## src/pkg/azr_pkg.sv

```systemverilog
// Purpose: constants for the alarm zone report encoder
// Assumes: 10 MHz clock, inputs synchronous to clk
// Notes: high-speed messages are 9 digits, zone 1 first, status last
//
// Overview of operation
// - keypad mode: panel lost reports 0000
// - tamper reports 0880, link loss 0005
// - unregistered reports 000F, shutdown 0019
// - after power-on: 0400, 0C80, 0C8F combinations
// - each status also sent as station event
// - shared input: pulsed zone 1, steady zone 2
// - pulsed only after three counted pulses
// - panic option: single pulse alarms zone 3
// - panic zone never sends restore
// - zones 3 to 7 are level inputs
// - dual emulation answers two consecutive addresses
// - four relay-zones single, eight dual
// - second module relays map zones 5-8
// - arm-only selected: top zone arms, unreported
// - dual with tamper reporting hides zone 8
// - per zone restore, delay, arm-only options
// - momentary relay: alarm, never restore
// - zone reports status 7, digit 1/3
// - no panel activity: supervision trouble, restore
package azr_pkg;
  // ********************************
  // timing
  // ********************************
  localparam int CLK_HZ = 10_000_000;
  localparam int MS_CYC = CLK_HZ / 1000;
  localparam int SEC_MS = 1000;
  localparam int MOMENT_MS = 500;
  localparam int SUP_MS = 60000;
  localparam int PULSE_MS = 500;
  localparam int GAP_MS = 2000;
  localparam int SEC_CYC = SEC_MS * MS_CYC;
  localparam int MOMENT_CYC = MOMENT_MS * MS_CYC;
  localparam int SUP_CYC = SUP_MS * MS_CYC;
  localparam int PULSE_CYC = PULSE_MS * MS_CYC;
  localparam int GAP_CYC = GAP_MS * MS_CYC;
  // ********************************
  // codes and layout
  // ********************************
  localparam logic [15:0] ST_PANEL_LOST = 16'h0000;
  localparam logic [15:0] ST_TAMPER = 16'h0880;
  localparam logic [15:0] ST_LINK_LOST = 16'h0005;
  localparam logic [15:0] ST_NOT_REG = 16'h000F;
  localparam logic [15:0] ST_SHUTDOWN = 16'h0019;
  localparam logic [15:0] ST_POR_PANEL = 16'h0400;
  localparam logic [15:0] ST_POR_TAMPER = 16'h0C80;
  localparam logic [15:0] ST_POR_TAMP_REG = 16'h0C8F;
  localparam logic [3:0] DIG_ALARM = 4'h1;
  localparam logic [3:0] DIG_RESTORE = 4'h3;
  localparam logic [3:0] DIG_IDLE = 4'h5;
  localparam logic [3:0] EVT_ZONE = 4'h7;
  localparam logic [3:0] EVT_SUP = 4'h5;
  localparam int NZONE = 8;
  localparam int RELAYS = 4;
  localparam int SUP_POS = 6;
  localparam int Z_FIRE = 0;
  localparam int Z_BURG = 1;
  localparam int Z_PANIC = 2;
  localparam logic [1:0] FIRE_PULSES = 2'h3;
  localparam logic [1:0] HOLD_LONG = 2'h2;
  localparam logic [35:0] SUP_TROUBLE = 36'h5555_5515_5;
  localparam logic [35:0] SUP_RESTORE = 36'h5555_5535_5;
  typedef enum logic [1:0] {
    AZR_KEYPAD = 2'b00,
    AZR_ZONE_TRIG = 2'b01,
    AZR_RELAY_ONE = 2'b10,
    AZR_RELAY_TWO = 2'b11
  } azr_mode_type;
  typedef enum logic [1:0] {
    AZR_CLS_LOW = 2'b00,
    AZR_CLS_HIGH = 2'b01,
    AZR_CLS_STEADY = 2'b10
  } azr_cls_type;
endpackage

```

## src/pkg/azr_pulse_if.sv

```systemverilog
// Purpose: carries shared-input classification to the encoder
// Assumes: single clock domain
// Notes: fire and panic are one-cycle pulses, steady is a level
`timescale 1ns/1ns
interface azr_pulse_if;
  logic fire_evt;
  logic panic_evt;
  logic steady;
  modport cls (output fire_evt, output panic_evt, output steady);
  modport use_side (input fire_evt, input panic_evt, input steady);
endinterface

```

## src/hw/azr_pulse_classifier.sv

```systemverilog
// Purpose: classify the shared zone 1/2 input as pulsed or steady
// Assumes: sig synchronous to clk
// Notes: a high longer than the pulse limit counts as steady
`timescale 1ns/1ns
module azr_pulse_classifier #(
  parameter int PULSE_P = azr_pkg::PULSE_CYC,
  parameter int GAP_P = azr_pkg::GAP_CYC
) (
  input wire logic clk,
  input wire logic sys_rst,
  input wire logic sig,
  input wire logic panic_en,
  azr_pulse_if.cls pl
);
  typedef struct packed {
    azr_pkg::azr_cls_type st;
    logic [31:0] cnt;
    logic [1:0] pc;
    logic fire;
    logic panic;
    logic steady;
  } azr_cls_state_type;
  azr_cls_state_type s;
  azr_cls_state_type next_s;

  always_comb begin
    next_s = s;
    next_s.fire = 1'b0;
    next_s.panic = 1'b0;
    case (s.st)
      azr_pkg::AZR_CLS_LOW: begin
        if (sig) begin
          next_s.st = azr_pkg::AZR_CLS_HIGH;
          next_s.cnt = '0;
        end else if (s.pc != 2'h0) begin
          next_s.cnt = s.cnt + 32'h1;
          // gap closes a burst: lone pulse is panic
          if (s.cnt >= 32'(GAP_P - 1)) begin
            next_s.panic = panic_en && (s.pc == 2'h1);
            next_s.pc = 2'h0;
            next_s.cnt = '0;
          end
        end
      end
      azr_pkg::AZR_CLS_HIGH: begin
        if (!sig) begin
          next_s.st = azr_pkg::AZR_CLS_LOW;
          next_s.cnt = '0;
          next_s.pc = s.pc + 2'h1;
          if (s.pc + 2'h1 == azr_pkg::FIRE_PULSES) begin
            next_s.fire = 1'b1;
            next_s.pc = 2'h0;
          end
        end else begin
          next_s.cnt = s.cnt + 32'h1;
          if (s.cnt >= 32'(PULSE_P - 1)) begin
            next_s.st = azr_pkg::AZR_CLS_STEADY;
            next_s.steady = 1'b1;
            next_s.pc = 2'h0;
          end
        end
      end
      azr_pkg::AZR_CLS_STEADY: begin
        if (!sig) begin
          next_s.st = azr_pkg::AZR_CLS_LOW;
          next_s.steady = 1'b0;
          next_s.cnt = '0;
        end
      end
      default: next_s.st = azr_pkg::AZR_CLS_LOW;
    endcase
  end

  always_ff @(posedge clk) begin
    if (sys_rst) begin
      s <= '0;
    end else begin
      s <= next_s;
    end
  end

  assign pl.fire_evt = s.fire;
  assign pl.panic_evt = s.panic;
  assign pl.steady = s.steady;
endmodule // azr_pulse_classifier

```

## src/hw/azr_encoder.sv

```systemverilog
// Purpose: status codes, zone classification and high-speed zone reports
// Assumes: all inputs synchronous to clk; bus decoding done upstream
// Notes: one high-speed message per cycle at most, no back-pressure
`timescale 1ns/1ns
module azr_encoder #(
  parameter int SEC_P = azr_pkg::SEC_CYC,
  parameter int MOMENT_P = azr_pkg::MOMENT_CYC,
  parameter int SUP_P = azr_pkg::SUP_CYC,
  parameter int PULSE_P = azr_pkg::PULSE_CYC,
  parameter int GAP_P = azr_pkg::GAP_CYC
) (
  input wire logic clk,
  input wire logic sys_rst,
  input wire azr_pkg::azr_mode_type mode,
  input wire logic panel_lost,
  input wire logic tamper,
  input wire logic link_lost,
  input wire logic not_registered,
  input wire logic shutdown,
  input wire logic por_clear,
  input wire logic shared_in,
  input wire logic [4:0] zone_in,
  input wire logic panic_en,
  input wire logic [4:0] dev_addr,
  input wire logic [4:0] bus_addr,
  input wire logic bus_wr,
  input wire logic [3:0] bus_data,
  input wire logic bus_activity,
  input wire logic [7:0] restore_en,
  input wire logic [7:0] arm_only,
  input wire logic [31:0] zone_delay,
  input wire logic tamper_rpt_en,
  output logic [15:0] long_range_status_display,
  output logic status_valid,
  output logic [15:0] event_code,
  output logic event_valid,
  output logic [35:0] hs_msg,
  output logic hs_valid,
  output logic sup_fault
);
  // ********************************
  // state
  // ********************************
  typedef struct packed {
    logic [15:0] stat_code;
    logic stat_valid;
    logic [15:0] evt_code;
    logic evt_valid;
    logic por;
    logic [7:0] relay;
    logic [7:0] lvl_q;
    logic [7:0][1:0] hold;
    logic [7:0] apend;
    logic [7:0] rpend;
    logic [7:0][3:0] dly;
    logic [31:0] sec_cnt;
    logic [31:0] mom_cnt;
    logic [31:0] sup_cnt;
    logic sup_fault;
    logic sup_tpend;
    logic sup_rpend;
    logic [35:0] hs_msg;
    logic hs_valid;
  } azr_state_type;
  azr_state_type s;
  azr_state_type next_s;

  azr_pulse_if pl ();

  azr_pulse_classifier #(
    .PULSE_P(PULSE_P),
    .GAP_P(GAP_P)
  ) u_cls (
    .clk(clk),
    .sys_rst(sys_rst),
    .sig(shared_in),
    .panic_en(panic_en),
    .pl(pl.cls)
  );

  // all positions idle except the one carrying the event
  function automatic logic [35:0] azr_msg(input int pos, input logic [3:0] dig, input logic [3:0] st);
    logic [35:0] m;
    m = '0;
    for (int k = 0; k < azr_pkg::NZONE; k++) begin
      m[35 - 4 * k -: 4] = (k == pos) ? dig : azr_pkg::DIG_IDLE;
    end
    m[3:0] = st;
    return m;
  endfunction

  // ********************************
  // zone levels per mode
  // ********************************
  logic [7:0] zl;
  logic [7:0] zmask;
  logic [7:0] fire_pulse;
  logic relay_mode;
  logic two;
  int hi;
  genvar gz;
  generate
    for (gz = 0; gz < azr_pkg::NZONE; gz++) begin : g_zone
      always_comb begin
        zmask[gz] = 1'b0;
        zl[gz] = 1'b0;
        fire_pulse[gz] = 1'b0;
        case (mode)
          azr_pkg::AZR_ZONE_TRIG: begin
            zmask[gz] = (gz < 7);
            if (gz == azr_pkg::Z_BURG) begin
              zl[gz] = pl.steady;
            end else if (gz == azr_pkg::Z_PANIC) begin
              zl[gz] = !panic_en && zone_in[0];
              fire_pulse[gz] = panic_en && pl.panic_evt;
            end else if (gz > azr_pkg::Z_PANIC && gz < 7) begin
              zl[gz] = zone_in[(gz + 3) % 5];
            end else if (gz == azr_pkg::Z_FIRE) begin
              fire_pulse[gz] = pl.fire_evt;
            end
          end
          azr_pkg::AZR_RELAY_ONE: begin
            zmask[gz] = (gz < azr_pkg::RELAYS);
            zl[gz] = s.relay[gz] && (gz < azr_pkg::RELAYS);
          end
          azr_pkg::AZR_RELAY_TWO: begin
            zmask[gz] = 1'b1;
            zl[gz] = s.relay[gz];
          end
          default: begin
            zmask[gz] = 1'b0;
          end
        endcase
      end
    end
  endgenerate

  assign relay_mode = (mode == azr_pkg::AZR_RELAY_ONE) || (mode == azr_pkg::AZR_RELAY_TWO);
  assign two = (mode == azr_pkg::AZR_RELAY_TWO);
  assign hi = two ? 7 : 3;

  // ********************************
  // next state
  // ********************************
  logic sec_tick;
  logic mom_tick;
  logic [15:0] code;
  logic code_ok;
  logic arm_sel;
  logic armed;
  logic hide_hi;
  logic sent;
  logic [7:0] zok;

  always_comb begin
    next_s = s;
    next_s.hs_valid = 1'b0;
    next_s.evt_valid = 1'b0;
    sent = 1'b0;
    code = azr_pkg::ST_PANEL_LOST;
    code_ok = 1'b1;
    arm_sel = 1'b0;
    zok = '0;

    sec_tick = (s.sec_cnt >= 32'(SEC_P - 1));
    mom_tick = (s.mom_cnt >= 32'(MOMENT_P - 1));
    next_s.sec_cnt = sec_tick ? '0 : s.sec_cnt + 32'h1;
    next_s.mom_cnt = mom_tick ? '0 : s.mom_cnt + 32'h1;
    if (por_clear) begin
      next_s.por = 1'b0;
    end

    // keypad status, most severe first
    if (shutdown) begin
      code = azr_pkg::ST_SHUTDOWN;
    end else if (s.por && tamper && not_registered) begin
      code = azr_pkg::ST_POR_TAMP_REG;
    end else if (s.por && tamper) begin
      code = azr_pkg::ST_POR_TAMPER;
    end else if (s.por && panel_lost) begin
      code = azr_pkg::ST_POR_PANEL;
    end else if (panel_lost) begin
      code = azr_pkg::ST_PANEL_LOST;
    end else if (tamper) begin
      code = azr_pkg::ST_TAMPER;
    end else if (link_lost) begin
      code = azr_pkg::ST_LINK_LOST;
    end else if (not_registered) begin
      code = azr_pkg::ST_NOT_REG;
    end else begin
      code_ok = 1'b0;
    end
    next_s.stat_valid = code_ok && (mode == azr_pkg::AZR_KEYPAD);
    next_s.stat_code = next_s.stat_valid ? code : s.stat_code;
    // station event only on a new status
    if (next_s.stat_valid && (!s.stat_valid || code != s.stat_code)) begin
      next_s.evt_valid = 1'b1;
      next_s.evt_code = code;
    end

    // relay writes from the panel bus
    if (bus_wr && relay_mode) begin
      if (bus_addr == dev_addr) begin
        next_s.relay[3:0] = bus_data;
      end else if (two && bus_addr == dev_addr + 5'h1) begin
        next_s.relay[7:4] = bus_data;
      end
    end

    // arming: top relay-zone becomes the armed trigger
    for (int i = 0; i < azr_pkg::NZONE; i++) begin
      if (i < hi) begin
        arm_sel = arm_sel | arm_only[i];
      end
    end
    arm_sel = arm_sel && relay_mode;
    armed = zl[hi];
    hide_hi = arm_sel || (two && tamper_rpt_en);
    for (int i = 0; i < azr_pkg::NZONE; i++) begin
      zok[i] = zmask[i] && !(relay_mode && i == hi && hide_hi) && (!arm_only[i] || !arm_sel || armed);
    end

    // supervision of the panel connection
    if (relay_mode) begin
      if (bus_activity) begin
        next_s.sup_cnt = '0;
        if (s.sup_fault) begin
          next_s.sup_fault = 1'b0;
          next_s.sup_rpend = 1'b1;
        end
      end else if (s.sup_cnt >= 32'(SUP_P - 1)) begin
        if (!s.sup_fault) begin
          next_s.sup_fault = 1'b1;
          next_s.sup_tpend = 1'b1;
        end
      end else begin
        next_s.sup_cnt = s.sup_cnt + 32'h1;
      end
    end else begin
      next_s.sup_cnt = '0;
    end

    // sender: supervision first, then alarms, then restores
    if (s.sup_tpend) begin
      next_s.hs_msg = azr_msg(azr_pkg::SUP_POS, azr_pkg::DIG_ALARM, azr_pkg::EVT_SUP);
      next_s.hs_valid = 1'b1;
      next_s.sup_tpend = 1'b0;
      sent = 1'b1;
    end else if (s.sup_rpend) begin
      next_s.hs_msg = azr_msg(azr_pkg::SUP_POS, azr_pkg::DIG_RESTORE, azr_pkg::EVT_SUP);
      next_s.hs_valid = 1'b1;
      next_s.sup_rpend = 1'b0;
      sent = 1'b1;
    end
    for (int i = 0; i < azr_pkg::NZONE; i++) begin
      if (!sent && s.apend[i] && s.dly[i] == 4'h0) begin
        next_s.hs_msg = azr_msg(i, azr_pkg::DIG_ALARM, azr_pkg::EVT_ZONE);
        next_s.hs_valid = 1'b1;
        next_s.apend[i] = 1'b0;
        sent = 1'b1;
      end
    end
    for (int i = 0; i < azr_pkg::NZONE; i++) begin
      if (!sent && s.rpend[i]) begin
        next_s.hs_msg = azr_msg(i, azr_pkg::DIG_RESTORE, azr_pkg::EVT_ZONE);
        next_s.hs_valid = 1'b1;
        next_s.rpend[i] = 1'b0;
        sent = 1'b1;
      end
    end

    // zone edges after the sender so a new event wins over a clear
    for (int i = 0; i < azr_pkg::NZONE; i++) begin
      next_s.lvl_q[i] = zl[i];
      if (s.apend[i] && s.dly[i] != 4'h0 && sec_tick) begin
        next_s.dly[i] = s.dly[i] - 4'h1;
      end
      if (zl[i] && !s.lvl_q[i]) begin
        next_s.hold[i] = 2'h0;
      end else if (zl[i] && mom_tick && s.hold[i] != azr_pkg::HOLD_LONG) begin
        next_s.hold[i] = s.hold[i] + 2'h1;
      end
      if ((fire_pulse[i] || (zl[i] && !s.lvl_q[i])) && zok[i]) begin
        next_s.apend[i] = 1'b1;
        next_s.dly[i] = zone_delay[4 * i +: 4];
      end
      if (!zl[i] && s.lvl_q[i]) begin
        // a drop inside the delay cancels the pending alarm
        if (s.apend[i] && s.dly[i] != 4'h0) begin
          next_s.apend[i] = 1'b0;
        end else if (restore_en[i] && zok[i] && s.hold[i] == azr_pkg::HOLD_LONG) begin
          next_s.rpend[i] = 1'b1;
        end
      end
    end
    // panic zone carries no level, so no restore is ever queued
    if (mode == azr_pkg::AZR_ZONE_TRIG && panic_en) begin
      next_s.rpend[azr_pkg::Z_PANIC] = 1'b0;
    end
  end

  always_ff @(posedge clk) begin
    if (sys_rst) begin
      s <= '0;
      s.por <= 1'b1;
    end else begin
      s <= next_s;
    end
  end

  // ********************************
  // outputs
  // ********************************
  assign long_range_status_display = s.stat_code;
  assign status_valid = s.stat_valid;
  assign event_code = s.evt_code;
  assign event_valid = s.evt_valid;
  assign hs_msg = s.hs_msg;
  assign hs_valid = s.hs_valid;
  assign sup_fault = s.sup_fault;
endmodule // azr_encoder

```

## config.mk

```make
export PLATFORM = sky130hd
export DESIGN_NAME = azr_encoder
export DESIGN_NICKNAME = d
export VERILOG_FILES = /design/src/pkg/azr_pkg.sv /design/src/pkg/azr_pulse_if.sv /design/src/hw/azr_pulse_classifier.sv /design/src/hw/azr_encoder.sv
export SDC_FILE = /design/constraint.sdc
export NUM_CORES = 1
export LEC_CHECK = 0
export ABC_AREA = 1
export BUFFER_PORTS_ARGS = -buffer_cell sky130_fd_sc_hd__buf_2
export CAP_MARGIN = 10
export CORE_MARGIN = 5
export CORE_UTILIZATION = 35
export DETAILED_ROUTE_END_ITERATION = 6
export SYNTH_ARGS = -nofsm -noshare
export SYNTH_HDL_FRONTEND = slang
export SYNTH_SLANG_ARGS = --single-unit
```

## constraint.sdc

```tcl
create_clock -name clk -period 2.8 [get_ports clk]
set_input_delay 0.14 -clock clk [delete_from_list [all_inputs] [get_ports clk]]
set_output_delay 0.14 -clock clk [all_outputs]
set_load 0.01 [all_outputs]
```

==> metrics.md <==
| Metric | Value |
|---|---|
| Gr ovfl total | 0 |
| Nets@finish | 2,192 |
| Synth unique cells | 66 |
| I/O Pins | 154 |
| Async set-reset flop share out of synthesis | 0% |
| Logic pwr share | 12.4% |
| Met2 usage | 26.1% |
| Final instance area | 16,000 µm² |
| Worst vdd ir | 0.000345 V |
| P_sw | 2.20 mW |
| Final cell count without fillers | 2,624 |
| Placed Cells | 2,520 |
| Root buf cell | clkbuf_16 |
| FMAX | 402 MHz |
| Final setup viols | 0 |
| Mapped Cells | 1,923 |
| Slack of the critical path | 0.312 ns |
| Core area | 38,600 µm² |
| Cts bufs inserted | 29 |
| Reg2reg setup slack | 0.31 ns |
| Initial antenna violation count | 3 |
| Initial DRC Count | 907 |
| Slew of the pin with the lowest slew margin | 0.870 ns |
| Pwr dens | 524 nW/µm² |
| Die width | 207 µm |
| Req. time, crit path | 3.27 ns |
| PortBufs | 127 |
| Syn avg cell area | 7.09 µm² |
| Vias in the first global route | 11.9k |
| Maximum number of pins on one net before global-route repair | 50 |
| Setup TNS Final | 0 ns |
| Hold Path Sink | s[174]$_SDFF_PP0_ |
| Worst-path clk slew | 0.06 ns |
| Post-route clock period utilization | 88.9% |
| Synthesized flop and latch total | 254 |
| Worst hold path class | in -> reg |
| Drt drc | 0 |
| Layout cell share with drive strength beyond 1 | 12.7% |
| Unrepaired setup endpoints after global routing | false |
| Most common cell after layout, fill and taps aside | nand2_1 |
| Post-DP HPWL | 26,600 µm |
| Area occupied by multi-input gates | 7040 µm² |
| Hold path start | arm_only[6] |
| Register area share after synthesis | 37.3% |
| Drt via density | 4.81 |
| YS warnings | 0 |
| Switching Fraction | 26.3% |
| Post-Syn Area | 13,600 µm² |
| Routability cong. | 0.895 |
| Arr. time, crit path | 2.96 ns |
| First-pass GRT wire length | 58,100 µm |
| Die area | 43,000 µm² |
| Setup crit start | s[144]$_SDFFE_PP0P_ |
| Sequential share of power | 45.2% |
| Wirelength, routed | 35,100 µm |
| Post-layout util | 41.4% |
| Total GRT Usage | 15.6% |
| Most frequent cells in the layout | nand2_1 (341), dfxtp_1 (254), inv_1 (241), nor2_1 (230), buf_2 (127) |
| Fin. Hold Viols | 0 |
| CTS H-tree lvls | 1 |
| Post-synth EDFFs | 0 |
| Pins over their slew limit | 0 |
| Filler instances | 4,040 |
| Max cap viols | 0 |
| Critical path class | reg -> reg |
| Hold Path Depth | 4 |
| Met1 Track Usage GR | 21.1% |
| TritonCTS clock tree | done |
| PostCTS Resize Cnt | 0 |
| # rows | 72 |
| WL per Instance | 13.4 µm |
| Ys flop type | dfxtp_1 |
| Initial Utilization | 35.4% |
| Skew final | 0.0212 ns |
| Int Power | 6.16 mW |
| Pleak | 6.71 nW |
| Clock Sinks | 254 |
| Worst Reg-to-Reg Cells | 18 |
| Reg2reg start | s[144]$_SDFFE_PP0P_ |
| Capturing element type of the critical path | flop |
| Hold_ws | 0.0254 ns |
| Met3 Usage GRT | 2.28% |
| Synth-to-layout area growth | 17.0% |
| Crit Path Max Fanout | 8 |
| Die height | 207 µm |
| Clock power share | 42.4% |
| Status | finished, final reports clean |
| Startpoint Class | flop |
| RR Endpoint | hs_msg[34]$_SDFFE_PP0P_ |
| Crit path time final | 2.49 ns |
| Place WS | 0.199 ns |
| Most Crowded Layer GR | met2 |
| TritonRoute pass-1 iters | 7 |
| Worst-Skew Late Latency | 0.54 ns |
| Longest Clk Path Bufs | 3 |
| Register cell area after layout | 5080 µm² |
| Routed Antenna Nets | 0 |
| Worst slew margin | 40.5% |
| DP Area | 14,500 µm² |
| Overall power | 8.36 mW |
| Via count | 12.6k |
[worst max-delay path, stage by stage, from the launching register on]
cell and delay, ns:
dfxtp_1 0.32, inv_1 0.06, ha_1 0.20, inv_1 0.06, nor2_1 0.05, nand2_1 0.11, inv_1 0.05, nand2_1 0.13
nand4_4 0.15, nor2_4 0.17, nand4_4 0.14, nor2_8 0.18, nand4_4 0.13, nor2_4 0.18, buf_12 0.14, nand3_4 0.09
nand2_1 0.11, nor2_1 0.06, nor2_1 0.09
[worst max-delay path by stage]
stage	to	slack [ns]
floorplan	hs_msg[32]$_SDFFE_PP0P_	0.68
global placement	hs_msg[9]$_SDFFE_PP0P_	0.22
detailed placement	hs_msg[9]$_SDFFE_PP0P_	0.20
CTS	hs_msg[9]$_SDFFE_PP0P_	0.19
global route	hs_msg[21]$_SDFFE_PP0P_	0.08
finish	hs_msg[34]$_SDFFE_PP0P_	0.31
[synth_stat cells, drive strengths merged, types with 6 or more instances]
cell,number,area [µm²]
a21oi,121,624
buf,88,626
xnor2,18,158
nor3b,10,80.1
nand3b,6,45.0
ha,26,325
a31oi,21,131
dfxtp,254,5080
or2,11,68.8
o21ai,111,559
nor4,20,131
nand3,129,686
xor2,63,552
inv,247,930
nand2,350,1340
nor3,67,367
nand4,52,370
a211oi,9,67.6
nor2,248,1030
clkbuf,27,101
[state kept, by name (all words and copies together) (netlist names)]
name,cells
event_code,7
event_valid,1
hs_msg,18
hs_valid,1
long_range_status_display,7
s,179
status_valid,1
sup_fault,1
u_cls.pl.fire_evt,1
u_cls.pl.panic_evt,1
u_cls.pl.steady,1
u_cls.s,36
[layer usage]
metal  vias up  wire, µm
li1       6523         -
met1      5774     16600
met2       263     15900
met3        59      1710
met4         2       856
met5         -        13
[power groups by stage]
stage | combinational [mW] | sequential, mW | clock [mW]
6_report | 1.04 | 3.78 | 3.55
5_1_grt | 1.16 | 3.79 | 3.80
4_1_cts | 1.02 | 3.78 | 3.66
3_5_place_dp | 0.965 | 3.86 | 0
3_3_place_gp | 0.953 | 3.85 | 0
2_1_floorplan | 0.728 | 3.85 | 0
[what timing repair did]
item                       in CTS  in global routing
setup buffers                   0                  2
hold endpoints to repair       65                  0
setup endpoints to repair       0                  3
hold buffers                   49                  0
[logic make-up after synthesis]
logic type | Yosys count | share of synthesized area (%)
flip-flops | 254 | 37.3
multiplexers | 2 | 0.156
AO/OA/AOI/OAI | 293 | 12.1
buffers and inverters | 363 | 12.2
AND/OR/NAND/NOR | 903 | 30.7
adder cells (fa/ha/maj) | 26 | 2.39
other | 1 | 0.0275
XOR/XNOR | 81 | 5.20
[area by class of cell]
cell class | instances | area share [%]
multi-input cells | 1347 | 44.1
flip-flops and latches | 254 | 31.9
repair buffers | 204 | 8.45
inverters | 248 | 5.85
clock buffers | 40 | 5.18
well taps | 518 | 4.06
clock inverters | 11 | 0.400
diodes | 2 | 0.0314
(Power assumes the default switching activity.)
